==> config.mk <==
export PLATFORM = sky130hd
export DESIGN_NAME = mio_port
export DESIGN_NICKNAME = d
export VERILOG_FILES = /design/src/logic/mio_pkg.sv /design/src/logic/mio_port.sv
export SDC_FILE = /design/constraint.sdc
export NUM_CORES = 1
export LEC_CHECK = 0
export ABC_CLOCK_PERIOD_IN_PS = 4100
export BUFFER_PORTS_ARGS = -buffer_cell sky130_fd_sc_hd__buf_2
export CAP_MARGIN = 20
export CORE_UTILIZATION = 50
export DETAILED_ROUTE_END_ITERATION = 10
export HOLD_SLACK_MARGIN = 0.1
export PLACE_DENSITY = 0.8
export SLEW_MARGIN = 15
export SYNTH_ARGS = -nofsm -noshare
export SYNTH_HDL_FRONTEND = slang
export SYNTH_SLANG_ARGS = --single-unit
==> constraint.sdc <==
create_clock -name mclk -period 4.1 [get_ports mclk]
set_clock_uncertainty 0.05 [all_clocks]
set_input_delay 0.615 -clock mclk [delete_from_list [all_inputs] [get_ports mclk]]
set_output_delay 0.615 -clock mclk [all_outputs]
set_load 0.01 [all_outputs]
==> src/logic/mio_pkg.sv <==
// Shared constants, command encodings and carrier types of the motion I/O port
package mio_pkg;
	// ----------------------------------------------------------------
	// Line counts and widths
	// ----------------------------------------------------------------
	localparam int unsigned BASE_IN_N = 16;
	localparam int unsigned EXT_IN_MAX = 24;
	localparam int unsigned IN_W = BASE_IN_N + EXT_IN_MAX;
	localparam int unsigned BASE_OUT_N = 8;
	localparam int unsigned EXT_OUT_MAX = 24;
	localparam int unsigned OUT_W = BASE_OUT_N + EXT_OUT_MAX;
	localparam int unsigned SHARED_FIRST = 4;
	localparam int unsigned SHARED_LAST = 15;
	localparam int unsigned HALL_W = SHARED_LAST - SHARED_FIRST + 1;
	localparam int unsigned CFG_W = 8;
	localparam int unsigned IDX_W = 6;

	// ----------------------------------------------------------------
	// Field positions and reset values
	// ----------------------------------------------------------------
	localparam int unsigned HALL_SRC_BIT = 3;
	localparam int unsigned EXT_IN_EN_BIT = 0;
	localparam int unsigned EXT_OUT_EN_BIT = 1;
	localparam logic [IN_W-1:0] IN_IDLE = {IN_W{1'b1}};
	localparam logic [HALL_W-1:0] HALL_IDLE = {HALL_W{1'b1}};
	localparam logic [OUT_W-1:0] OUT_RST = {OUT_W{1'b0}};

	// ----------------------------------------------------------------
	// Host commands and carriers
	// ----------------------------------------------------------------
	typedef enum logic [2:0] {
		MIO_OP_NONE,
		MIO_OP_READ_ALL,
		MIO_OP_READ_ONE,
		MIO_OP_SET_OUT,
		MIO_OP_EXT_SETUP
	} mio_op_e;

	typedef struct packed {
		mio_op_e op;
		logic [OUT_W-1:0] data;
		logic [IDX_W-1:0] idx;
	} mio_cmd_s;

	typedef struct packed {
		logic valid;
		logic [IN_W-1:0] word;
		logic line_val;
	} mio_rsp_s;

	typedef struct packed {
		logic [OUT_W-1:0] o;
		logic [OUT_W-1:0] oe;
	} mio_oc_s;
endpackage : mio_pkg

==> src/logic/mio_port.sv <==
// Motion I/O port: synchronised inputs, hall routing, open-collector outputs, brake
`timescale 1ns/100ps

module mio_port #(
	parameter int unsigned EXT_IN_N = 24,
	parameter int unsigned EXT_OUT_N = 24
) (
	// Clock and reset
	input wire logic mclk,
	input wire logic rst_n,
	// Field side
	input wire logic [mio_pkg::IN_W-1:0] in_pins,
	input wire logic [mio_pkg::HALL_W-1:0] main_hall_pins,
	output mio_pkg::mio_oc_s out_pins,
	output logic brake_o,
	output logic brake_oe,
	// Card side
	input wire logic [mio_pkg::CFG_W-1:0] opt_setup_code,
	input wire logic hall_claim,
	input wire logic brake_engage,
	output logic [mio_pkg::HALL_W-1:0] hall_sig,
	// Host command port
	input mio_pkg::mio_cmd_s cmd,
	output mio_pkg::mio_rsp_s rsp
);
	import mio_pkg::*;

	// ----------------------------------------------------------------
	// Masks of populated lines
	// ----------------------------------------------------------------
	// Extended lines count only once enabled and only as far as populated
	function automatic logic [IN_W-1:0] in_mask(input logic en);
		logic [IN_W-1:0] m;
		m = '0;
		for (int i = 0; i < IN_W; i++) begin
			m[i] = (i < BASE_IN_N) || (en && (i < BASE_IN_N + EXT_IN_N));
		end
		return m;
	endfunction : in_mask

	function automatic logic [OUT_W-1:0] out_mask(input logic en);
		logic [OUT_W-1:0] m;
		m = '0;
		for (int i = 0; i < OUT_W; i++) begin
			m[i] = (i < BASE_OUT_N) || (en && (i < BASE_OUT_N + EXT_OUT_N));
		end
		return m;
	endfunction : out_mask

	// ----------------------------------------------------------------
	// Input synchronisers
	// ----------------------------------------------------------------
	logic [IN_W-1:0] in_s1_r;
	logic [IN_W-1:0] in_s2_r;
	logic [HALL_W-1:0] hall_s1_r;
	logic [HALL_W-1:0] hall_s2_r;

	// Reset to the pulled-up level so early reads see idle lines
	always_ff @(posedge mclk or negedge rst_n) begin
		if (!rst_n) begin
			in_s1_r <= IN_IDLE;
			in_s2_r <= IN_IDLE;
			hall_s1_r <= HALL_IDLE;
			hall_s2_r <= HALL_IDLE;
		end else begin
			in_s1_r <= in_pins;
			in_s2_r <= in_s1_r;
			hall_s1_r <= main_hall_pins;
			hall_s2_r <= hall_s1_r;
		end
	end

	// ----------------------------------------------------------------
	// Control, output and response state
	// ----------------------------------------------------------------
	logic ext_in_en_r;
	logic ext_in_en_nxt;
	logic ext_out_en_r;
	logic ext_out_en_nxt;
	logic [OUT_W-1:0] on_r;
	logic [OUT_W-1:0] on_nxt;
	logic brake_r;
	logic brake_nxt;
	logic [HALL_W-1:0] hall_r;
	logic [HALL_W-1:0] hall_nxt;
	mio_rsp_s rsp_r;
	mio_rsp_s rsp_nxt;
	logic [IN_W-1:0] visible;
	logic hall_from_main;

	// Next values of all host-visible state
	always_comb begin
		hall_from_main = opt_setup_code[HALL_SRC_BIT];
		// Unpopulated or disabled lines look like open, pulled-up inputs
		visible = in_s2_r | ~in_mask(ext_in_en_r);
		// A shared line lent to commutation is hidden from software
		if (hall_claim && !hall_from_main) begin
			visible[SHARED_LAST:SHARED_FIRST] = HALL_IDLE;
		end
		// Hall source picked by the setup code bit
		if (!hall_claim) begin
			hall_nxt = HALL_IDLE;
		end else if (hall_from_main) begin
			hall_nxt = hall_s2_r;
		end else begin
			hall_nxt = in_s2_r[SHARED_LAST:SHARED_FIRST];
		end
		ext_in_en_nxt = ext_in_en_r;
		ext_out_en_nxt = ext_out_en_r;
		on_nxt = on_r;
		rsp_nxt = '0;
		unique case (cmd.op)
			MIO_OP_NONE: begin
			end
			MIO_OP_READ_ALL: begin
				rsp_nxt.valid = 1'b1;
				rsp_nxt.word = visible;
			end
			MIO_OP_READ_ONE: begin
				rsp_nxt.valid = 1'b1;
				// Out-of-range index answers as an open line
				rsp_nxt.line_val = (cmd.idx < IDX_W'(IN_W)) ? visible[cmd.idx] : 1'b1;
			end
			MIO_OP_SET_OUT: begin
				on_nxt = cmd.data & out_mask(ext_out_en_r);
			end
			MIO_OP_EXT_SETUP: begin
				ext_in_en_nxt = cmd.data[EXT_IN_EN_BIT];
				ext_out_en_nxt = cmd.data[EXT_OUT_EN_BIT];
				// Disabling extended outputs releases them at once
				on_nxt = on_r & out_mask(cmd.data[EXT_OUT_EN_BIT]);
			end
			default: begin
			end
		endcase
		brake_nxt = brake_engage;
	end

	// Registers; reset leaves every driver off
	always_ff @(posedge mclk or negedge rst_n) begin
		if (!rst_n) begin
			ext_in_en_r <= 1'b0;
			ext_out_en_r <= 1'b0;
			on_r <= OUT_RST;
			brake_r <= 1'b0;
			hall_r <= HALL_IDLE;
			rsp_r <= '0;
		end else begin
			ext_in_en_r <= ext_in_en_nxt;
			ext_out_en_r <= ext_out_en_nxt;
			on_r <= on_nxt;
			brake_r <= brake_nxt;
			hall_r <= hall_nxt;
			rsp_r <= rsp_nxt;
		end
	end

	// ----------------------------------------------------------------
	// Pin drive
	// ----------------------------------------------------------------
	// Open collector: a driven line only ever sinks
	// One driver for the whole carrier; the enable alone decides who sinks
	assign out_pins = '{o: OUT_RST, oe: on_r};
	assign brake_o = 1'b0;
	assign brake_oe = brake_r;
	assign hall_sig = hall_r;
	assign rsp = rsp_r;
endmodule : mio_port

# After elaboration in Yosys (flattened, before gate mapping)
# Index checks and enable logic that the tools add are counted.
classes:
  n_reduce_logical: 4
  bitwise: 4
  n_lt_le_gt_ge: 2
  muxes: 10
  eq_ne: 4
op_table:
  columns: ["operator", "n"]
  rows:
  - ["$and 32x32->32", 2]
  - ["$pmux 32 s2", 1]
  - ["$mux 40", 1]
  - ["$not 40->40", 1]
  - ["$or 40x40->40", 1]
  - ["$mux 12", 3]
  - ["$lt 6x7->1 const B", 1]
  - ["$bmux 1 s6", 1]
  - ["$eq 3x2->1 const B", 2]
  - ["$lt 6x6->1 const B", 1]
  - ["$mux 1", 4]
  - ["$eq 3x1->1 const B", 1]
  - ["$eq 3x3->1 const B", 1]
  - ["$reduce_bool 2->1", 1]
  - ["$reduce_or 2->1", 1]
  - ["$logic_and 1x1->1", 1]
  - ["$logic_not 1->1", 1]
totals:
  inputBits: 105
  output_inout_bits: 120
  register_bits: 193

# Depth between registers and ports, before layout
# Gate-level depths: netlist of the first run.
depth:
  depth_word: 7
  ltp_mapped: 7
  depth_no_buf: 5

# Least setup slack after synthesis of the first run
# No wires, ideal clock.
synth_timing:
  path_kind: "input to register"
  start: "input cmd[1] (netlist name)"
  end: "register rsp_r, in the netlist rsp[0]"
  arrival_time_ps: 1753
  stages: 6
  required_time_ps: 3910
  setup_time_ps: 140
  slack_ps: 2157
  cell_sequence: "buf_2 -> buf_2 -> a2111oi_0 -> nor4_1 -> a221oi_2 -> a221oi_2"
synth_lines:
  columns: ["element", "line", "text"]
  rows:
  - ["from (decl)", "mio_port.sv:23", "input mio_pkg::mio_cmd_s cmd,"]
  - ["to (signal assigned)", "mio_port.sv:154", "rsp_r <= rsp_nxt;"]
  - ["to (decl)", "mio_port.sv:86", "mio_rsp_s rsp_r;"]

==> results of run 1 <==
[worst max-delay path, delay by kind of cell]
| kind | cells | cell delay, ns |
|---|---|---|
| mux | 2 | 0.84 |
| buf+inv | 1 | 0.33 |
| compound gates | 2 | 0.24 |
| simple gates | 1 | 0.10 |
[power groups by stage]
stage | clock network (W) | logic, W | registers [W]
after detailed placement | 0 | 0.000359 | 0.00217
after CTS | 0.00162 | 0.000358 | 0.00215
after global placement | 0 | 0.000348 | 0.00217
after global routing | 0.00169 | 0.000393 | 0.00216
final | 0.00157 | 0.000353 | 0.00215
after floorplan | 0 | 0.000171 | 0.00219
[through the flow]
step | instance area (um^2) | utilization
after floorplan | 6718 | -
after global placement | 7565 | 0.5946
after detailed placement | 7565 | 0.5946
after CTS | 8135 | 0.6395
after global routing | 8138 | 0.6397
final | 8140 | 0.6399
[layout by cell type (no fill, tap or decap), types with 5 or more instances in the layout]
cell	n
dfstp_2	116
dfrtp_1	77
a21oi_1	24
nand2_1	18
clkbuf_16	17
conb_1	33
mux2i_1	19
mux2_2	10
nor2b_1	5
inv_1	31
buf_2	183
a22o_1	24
nor2_1	31
[kinds of logic after synthesis]
logic type / synth area share
compound gates: 0.06770
mux: 0.06410
other cells: 0.0005684
xor+xnor: 0.001328
buf+inv: 0.06922
flops: 0.7540
simple gates: 0.04305
[layer usage]
layer	wire, um	track usage	vias up
met5	13	0	-
met4	263	0.08861	2
met3	956	0.06952	23
met2	6261	0.3302	161
met1	5049	0.2336	1872
li1	-	-	1750
[sequential cells by signal, indices dropped and copies added (netlist names)]
name	count
hall_s2_r	12
hall_sig	12
rsp	42
ext_out_en_r	1
brake_oe	1
on_r	32
ext_in_en_r	1
in_s1_r	40
hall_s1_r	12
in_s2_r	40
[worst min-delay path by stage]
stage                            from  depth (start not counted)                      to
6_report                  in_pins[17]                          1   in_s1_r[17]$_DFF_PN1_
4_1_cts                    in_pins[4]                          1    in_s1_r[4]$_DFF_PN1_
5_1_grt                    in_pins[5]                          1    in_s1_r[5]$_DFF_PN1_
3_3_place_gp   hall_s1_r[9]$_DFF_PN1_                          0  hall_s2_r[9]$_DFF_PN1_
3_5_place_dp   hall_s1_r[1]$_DFF_PN1_                          0  hall_s2_r[1]$_DFF_PN1_
2_1_floorplan                   rst_n                          0      brake_oe$_DFF_PN0_
[area by class of cell]
type	instances	area, um^2	area share
sequential	193	4975	0.6111
multi-input combinational	192	1286	0.1580
timing repair buffer	188	972.2	0.1194
clock buffer	20	436.7	0.05364
tap	172	215.2	0.02644
clock inverter	12	133.9	0.01645
inverter	31	116.4	0.01429
antenna	2	5.005	0.0006148
==> results_dict.tcl, run 1 <==
set metrics [dict create \
    floorplan.rows 41 \
    post_cts.resized_instances 0 \
    p_clk_frac 0.386 \
    clock-sinks 193 \
    p_leak_nw 4.096 \
    p_int_w 0.003133 \
    area_of_the_mapped_netlist_um2 6598 \
    routed-via-count 3808 \
    synth_sequential_area_ratio 0.7540 \
    postSynthAreaPerCell_um2 15.06 \
    number_of_violations_reported_at_the_end_of_detailed_routing_iteration_0 183 \
    timing.final.crit_period_ns 1.905 \
    yosys_register_bits 193 \
    synthMostInstantiatedCell "dfstp_2" \
    post_cts_buffers 0 \
    cts-buffers-inserted 17 \
    finalSetupViolCount 0 \
    timing.critical_path.slowest_cell_delay_ns 0.60 \
    tritoncts "yes" \
    cp-end-kind "flip-flop" \
    worst-r2r-cell-count 5 \
    fmaxAchievable_mhz 524.9 \
    filler_cell_count 949 \
    ys_dominant_reg_cell "dfstp_2" \
    wirelength_mm 12.54 \
    post-place-cells 776 \
    fp.dieArea_um2 13660 \
    nNetsFinal 728 \
    routedWlPerCell_um 15.49 \
    count_of_placed_standard_cells_in_the_final_layout_fillers_left_out 810 \
    worst-setup-path-type "in2reg" \
    power_frac_comb 0.087 \
    cts.htree.levels 4 \
    gp_congestion 0.7574 \
    grt_first_pass_wirelength_mm 19.45 \
    setup.worst_path.start_class "primary input" \
    hpwl_mm 8.645 \
    core_area_um2 12720 \
    post-route-worst-setup-slack_ns 2.195 \
    worst_ep_required_time_ns 4.33 \
    synth-edff-count 0 \
    crit_slowest_cell "mux4_1" \
    ant_nets 0 \
    drt_pass1_iterations 4 \
    ys_warn_count 0 \
    port-buffer-count 184 \
    grt_setup_unrepaired "no" \
    areaGrowthSynthToFinish_pct 23.38 \
    synth_area_leaders "dfstp_2 46%, dfrtp_1 29%, buf_4 3.8%" \
    ir_worst_vdd_mv 0.2811 \
    grt_overflow_total 0 \
    cts_buffer_depth 2 \
    grt_util_all_layers 0.1983 \
    die-height_um 116.9 \
    synth_commonest_cells "116 x dfstp_2, 77 x dfrtp_1, 33 x buf_4" \
    max-slew-margin-rel 0.3615 \
    netlist.top_cell.by_area "dfstp_2" \
    first_global_vias 3937 \
    power-per-cell-area_nw_per_um2 499.8 \
    worstSkewPairLatency_ns 0.42 \
    drive_gt1_frac 0.5503 \
    reg2reg_setup_slack_ns 2.38 \
    tightestPinTransition_ns 0.9577 \
    synth.distinct_cells 31 \
    r2r-end "rsp[0]$_DFF_PN0_" \
    post-route-drc-count 0 \
    path_cells "buf_2, mux4_1, mux2i_1, nand3b_1, o211ai_1, a221oi_2" \
    totalNegativeSetupSlack_ns 0 \
    startpoint_of_the_worst_register_to_register_path "in_s2_r[29]$_DFF_PN1_" \
    number_of_maximum_capacitance_constraint_violations 0 \
    dp_worst_setup_slack_ns 1.730 \
    cp_data_arrival_time_ns 2.14 \
    finalMaxSlewViolations 0 \
    synthArstFlopShare 1.000 \
    status "finished, final reports clean" \
    num_io_pins 225 \
    start_util 0.5186 \
    post-route-period-util 0.4646 \
    grt_start_max_net_pins 130 \
    viasPerCell 4.701 \
    power.switching_fraction 0.2299 \
    power.total_w 0.004069 \
    cp-endpoint "rsp[0]$_DFF_PN0_" \
    initial_antenna_violation_count 2 \
    fin_hold_ws_ns 0.2360 \
    ctsHoldBuffers 0 \
    clkTransAtPathRegs_ns 0.07 \
    power.share.sequential 0.528 \
    path_max_fanout 16 \
    postSynthCellCount 438 \
    width_of_the_die_um 116.9 \
    p_sw_w 0.0009356 \
    timing.hold.worst.class "in2reg" \
    setup.worst_path.start "cmd[1]" \
    synth.top_cell.area_share 0.4620 \
    cts.root.buffer_cell "clkbuf_16" \
    final_hold_viol_count 0 \
]
No activity file was read; power rests on OpenSTA's default activity.
==> run 2: changes to the inputs <==
ABC_AREA = 1   (was unset)
ABC_CLOCK_PERIOD_IN_PS = 1610   (was 4100)
CORE_UTILIZATION = 45   (was 50)
PLACE_DENSITY = 0.75   (was 0.8)
clock period = 1.61 ns   (was 4.1 ns; I/O delays follow)
==> results_dict.tcl, run 2 <==
set metrics [dict create \
    yosys_register_bits 193 \
    first_global_vias 5114 \
    grt_start_max_net_pins 52 \
    cts.root.buffer_cell "clkbuf_16" \
    p_int_w 0.008490 \
    fmaxAchievable_mhz 650.0 \
    core_area_um2 15150 \
    p_leak_nw 4.781 \
    synth.distinct_cells 25 \
    cts-buffers-inserted 17 \
    synth_commonest_cells "116 x dfstp_2, 77 x dfrtp_1, 74 x inv_1" \
    status "finished, final reports clean" \
    largest_register_ffs 42 \
    hpwl_mm 9.746 \
    cp_data_arrival_time_ns 1.82 \
    clkTransAtPathRegs_ns 0.06 \
    startpoint_of_the_worst_register_to_register_path "ext_in_en_r$_DFFE_PN0P_" \
    path_cells "dlygate4sd3_1, buf_2, inv_1, nand3_2, buf_12, a21oi_1" \
    viasPerCell 4.705 \
    grt_overflow_total 0 \
    die-height_um 126.3 \
    setup.worst_path.start "cmd[39]" \
    gp_congestion 0.7991 \
    power.share.sequential 0.488 \
    totalNegativeSetupSlack_ns 0 \
    areaGrowthSynthToFinish_pct 37.56 \
    synth_sequential_area_ratio 0.7152 \
    start_util 0.4592 \
    max-slew-margin-rel 0.4211 \
    synth.top_cell.area_share 0.4382 \
    power_frac_comb 0.115 \
    worst_ep_required_time_ns 1.89 \
    fp.dieArea_um2 15960 \
    post-route-drc-count 0 \
    num_io_pins 225 \
    ys_dominant_reg_cell "dfstp_2" \
    grt_setup_unrepaired "no" \
    post-route-period-util 0.9556 \
    grt_first_pass_wirelength_mm 25.46 \
    floorplan.rows 45 \
    worstSkewPairLatency_ns 0.42 \
    ant_nets 0 \
    tritoncts "yes" \
    netlist.top_cell.by_area "dfstp_2" \
    initial_antenna_violation_count 0 \
    drive_gt1_frac 0.4366 \
    routed-via-count 4968 \
    drt_pass1_iterations 4 \
    synth_area_leaders "dfstp_2 44%, dfrtp_1 28%, nand3_1 5.2%" \
    p_sw_w 0.002650 \
    power-per-cell-area_nw_per_um2 1164 \
    path_max_fanout 29 \
    grt_util_all_layers 0.2102 \
    timing.final.crit_period_ns 1.538 \
    timing.critical_path.slowest_cell_delay_ns 0.54 \
    fin_hold_ws_ns 0.1554 \
    postSynthCellCount 576 \
    number_of_violations_reported_at_the_end_of_detailed_routing_iteration_0 268 \
    crit_slowest_cell "dlygate4sd3_1" \
    wirelength_mm 16.15 \
    finalMaxSlewViolations 0 \
    ys_warn_count 0 \
    area_of_the_mapped_netlist_um2 6955 \
    nNetsFinal 960 \
    ir_worst_vdd_mv 0.8387 \
    most-common-layout-cells "183 x buf_2, 116 x dfstp_2, 88 x dlygate4sd3_1" \
    routedWlPerCell_um 15.30 \
    setup.worst_path.start_class "primary input" \
    antenna_cells 0 \
    final_hold_viol_count 0 \
    post_cts_buffers 0 \
    port-buffer-count 184 \
    power.switching_fraction 0.2379 \
    width_of_the_die_um 126.3 \
    postSynthAreaPerCell_um2 12.08 \
    worst-setup-path-type "in2reg" \
    cts_buffer_depth 2 \
    most_common_cell_after_layout_fill_and_taps_aside "buf_2" \
    p_clk_frac 0.397 \
    min-delay-start "cmd[38]" \
    clock-sinks 193 \
    cp-end-kind "flip-flop" \
    synth-edff-count 0 \
    cts.htree.levels 4 \
    synthArstFlopShare 1.000 \
    number_of_maximum_capacitance_constraint_violations 0 \
    synthMostInstantiatedCell "dfstp_2" \
    finalSetupViolCount 0 \
    timing.hold.worst.class "in2reg" \
    filler_cell_count 1101 \
    tightestPinTransition_ns 0.8683 \
]
-- run 2: cell types whose count changed in the layout (fill, tap and decap cells not counted), sizes merged, moves of 24 or more --
cell / previous run / this run
a22o: 24 / 0
dlygate4sd3: 0 / 88
inv: 33 / 83
nand2: 18 / 67
nand3: 0 / 74
o21ai: 3 / 36
-- run 2: worst paths after layout --
check / end / slack [ns] / depth (start not counted)
max: rsp[30]$_DFF_PN0_ / 0.07 / 6
min: ext_in_en_r$_DFFE_PN0P_ / 0.16 / 4
max reg2reg: rsp[0]$_DFF_PN0_ / 0.19 / 8
min reg2reg: in_s2_r[23]$_DFF_PN1_ / 0.29 / 0
max in group asynchronous: in_s2_r[26]$_DFF_PN1_ / 0.59 / 3
min in group asynchronous: rsp[5]$_DFF_PN0_ / 0.29 / 2
-- run 2: metrics by stage --
| step | worst slack, ns | power [W] | instances | cell area, um^2 | utilization |
|---|---|---|---|---|---|
| 3_5_place_dp | 0.09358 | 0.006593 | 935 | 8026 | 0.5299 |
| 5_1_grt | 0.0001126 | 0.01161 | 1056 | 9568 | 0.6317 |
| 4_1_cts | 0.09912 | 0.01120 | 1055 | 9533 | 0.6294 |
| 3_3_place_gp | 0.1112 | 0.006561 | 935 | 8026 | 0.5299 |
| 2_1_floorplan | 0.3689 | 0.006095 | 608 | 7076 | - |
| 6_report | 0.07156 | 0.01114 | 1056 | 9568 | 0.6317 |
-- run 2: logic make-up after synthesis --
family,count (synthesis),share of synthesized area
flip-flops,193,0.7152
other,1,0.0005391
AO/OA/AOI/OAI,87,0.07969
AND/OR/NAND/NOR,154,0.1011
buffers and inverters,141,0.1034
-- run 2: timing repair --
action	4_1_cts	5_1_grt
endpoints found under the hold margin	195	0
setup endpoints to repair	0	1
hold buffers	88	0
resized for setup	0	2
-- run 2: layout make-up --
cell class,count,area (um^2),share of cell area
sequential,193,4975,0.5199
clock inverter,12,178.9,0.01870
clock buffer,20,446.7,0.04668
multi-input combinational,274,1399,0.1462
tap,188,235.2,0.02458
timing repair buffer,288,2027,0.2118
inverter,81,306.5,0.03204
-- run 2: power by group through the flow --
stage / clock, W / sequential, W / combinational, W
global route: 0.00473 / 0.00547 / 0.00141
detailed placement: 0 / 0.00550 / 0.00109
CTS: 0.00452 / 0.00543 / 0.00126
floorplan: 0 / 0.00555 / 0.000548
finish: 0.00442 / 0.00544 / 0.00128
global placement: 0 / 0.00550 / 0.00106
-- run 2: worst max-delay path, delay by kind of cell --
kind	cells	cell delay, ns
AND/OR/NAND/NOR	1	0.30
AO/OA/AOI/OAI	1	0.16
buffers and inverters	4	1.10
-- run 2: metal layers --
metal,vias to the layer above,routed length [um],track usage,share of wire
met1,2418,6526,0.2485,0.40
met4,0,400,0.09072,0.025
met5,-,0,0,0
li1,2311,-,-,-
met2,207,8337,0.3627,0.52
met3,32,888,0.05567,0.055
==> run 3: changes to the inputs <==
--- a/constraint.sdc
+++ b/constraint.sdc
@@ -3,3 +3,3 @@
 set_input_delay 0.2415 -clock mclk [delete_from_list [all_inputs] [get_ports mclk]]
 set_output_delay 0.2415 -clock mclk [all_outputs]
-set_load 0.01 [all_outputs]
+set_load 0.1 [all_outputs]
==> results_dict.tcl, run 3 (same netlist as run 2, synthesis figures left out) <==
set metrics [dict create \
    status "finished, final reports clean" \
    cp_data_arrival_time_ns 1.29 \
    finalMaxSlewViolations 0 \
    setup.worst_path.start_class "flip-flop" \
    path_max_fanout 2 \
    initial_antenna_violation_count 1 \
    post-route-period-util 0.9797 \
    num_io_pins 225 \
    cts.htree.levels 4 \
    timing.hold.worst.class "in2reg" \
    core_util_final 0.6339 \
    routedWlPerCell_um 15.39 \
    path_cells "buf_2" \
    first_global_vias 5135 \
    viasPerCell 4.746 \
    worstSkewPairLatency_ns 0.42 \
    fmaxAchievable_mhz 634.0 \
    p_leak_nw 4.797 \
    number_of_maximum_capacitance_constraint_violations 0 \
    power-per-cell-area_nw_per_um2 1317 \
    timing.critical_path.slowest_cell_delay_ns 0.45 \
    timing.final.crit_period_ns 1.577 \
    largest_register_ffs 42 \
    die-height_um 126.3 \
    nNetsFinal 960 \
    worst-setup-path-type "reg2out" \
    routed-via-count 5016 \
    max-slew-margin-rel 0.4280 \
    grt_util_all_layers 0.2115 \
    most-common-layout-cells "171 x buf_2, 116 x dfstp_2, 88 x dlygate4sd3_1" \
    cts-buffers-inserted 17 \
    gp_congestion 0.7991 \
    power.total_w 0.01264 \
    final_hold_viol_count 0 \
    tightestPinTransition_ns 0.8580 \
    fp.dieArea_um2 15960 \
    areaGrowthSynthToFinish_pct 38.03 \
    start_util 0.4592 \
    grt_start_max_net_pins 52 \
    port-buffer-count 184 \
    grt_setup_unrepaired "no" \
    count_of_placed_standard_cells_in_the_final_layout_fillers_left_out 1057 \
    tritoncts "yes" \
    post-place-cells 935 \
    most_common_cell_after_layout_fill_and_taps_aside "buf_2" \
    clock-sinks 193 \
    worst_ep_required_time_ns 1.32 \
    grt_first_pass_wirelength_mm 25.57 \
    grt_overflow_total 0 \
    critPathBufInv 1 \
    crit_slowest_cell "buf_2" \
    ant_nets 0 \
    clkTransAtPathRegs_ns 0.07 \
    cts.root.buffer_cell "clkbuf_16" \
    totalNegativeSetupSlack_ns 0 \
    cts_buffer_depth 2 \
    drt_pass1_iterations 5 \
    core_area_um2 15150 \
    ir_worst_vdd_mv 1.044 \
    number_of_violations_reported_at_the_end_of_detailed_routing_iteration_0 274 \
    post-route-drc-count 0 \
    cp-end-kind "output port" \
    worst_path_dominant_cell_family "buffers and inverters" \
    width_of_the_die_um 126.3 \
    floorplan.rows 45 \
    hpwl_mm 9.746 \
    drive_gt1_frac 0.4366 \
    wirelength_mm 16.27 \
    finalSetupViolCount 0 \
]
## run 3: repair_timing
action / 4_1_cts / 5_1_grt
gates resized for setup: 12 / 2
setup buffers: 0 / 0
hold buffers: 88 / 0
endpoints found under the setup margin: 12 / 1
cloned: 0 / 1
hold endpoints to repair: 195 / 0
## run 3: cell type report
class / count / area [um^2]
multi-input cells: 274 / 1399
inverters: 81 / 306.5
clock inverters: 12 / 178.9
clock buffers: 20 / 446.7
fillers: 1090 / 5545
flip-flops and latches: 193 / 4975
diodes: 1 / 2.502
well taps: 188 / 235.2
repair buffers: 288 / 2057
## run 3: power by group
group / internal, W / switching [W]
logic: 0.000570 / 0.00222
clock network: 0.00266 / 0.00175
registers: 0.00528 / 0.000161
## run 3: worst paths after layout
path                                    startpoint                      end  slack [ns]  cells past startpoint
setup / recovery              on_r[31]$_DFFE_PN0P_             out_pins[31]        0.03                      1
hold / removal                             cmd[38]  ext_in_en_r$_DFFE_PN0P_        0.15                      4
setup reg to reg           ext_in_en_r$_DFFE_PN0P_         rsp[0]$_DFF_PN0_        0.19                      8
hold reg to reg              in_s1_r[23]$_DFF_PN1_    in_s2_r[23]$_DFF_PN1_        0.29                      0
max in group asynchronous                    rst_n    in_s2_r[26]$_DFF_PN1_        0.59                      3
min in group asynchronous                    rst_n         rsp[5]$_DFF_PN0_        0.28                      2
## run 3: routing by layer
| layer | vias up | share of wire | track usage |
|---|---|---|---|
| met4 | 0 | 0.025 | 0.09922 |
| met3 | 33 | 0.058 | 0.05736 |
| met5 | - | 0 | 0 |
| li1 | 2313 | - | - |
| met1 | 2441 | 0.40 | 0.2491 |
| met2 | 229 | 0.52 | 0.3614 |
## run 3: metrics by stage
stage / instance area [um^2] / hold slack (ns) / setup slack (ns)
after floorplan: 7076 / -0.1041 / 0.3159
after global placement: 8026 / 0.1703 / 0.1112
after detailed placement: 8026 / 0.1728 / 0.09358
after CTS: 9563 / 0.1250 / 0.04625
after global routing: 9600 / 0.1797 / 0.0001126
final: 9600 / 0.1514 / 0.03270
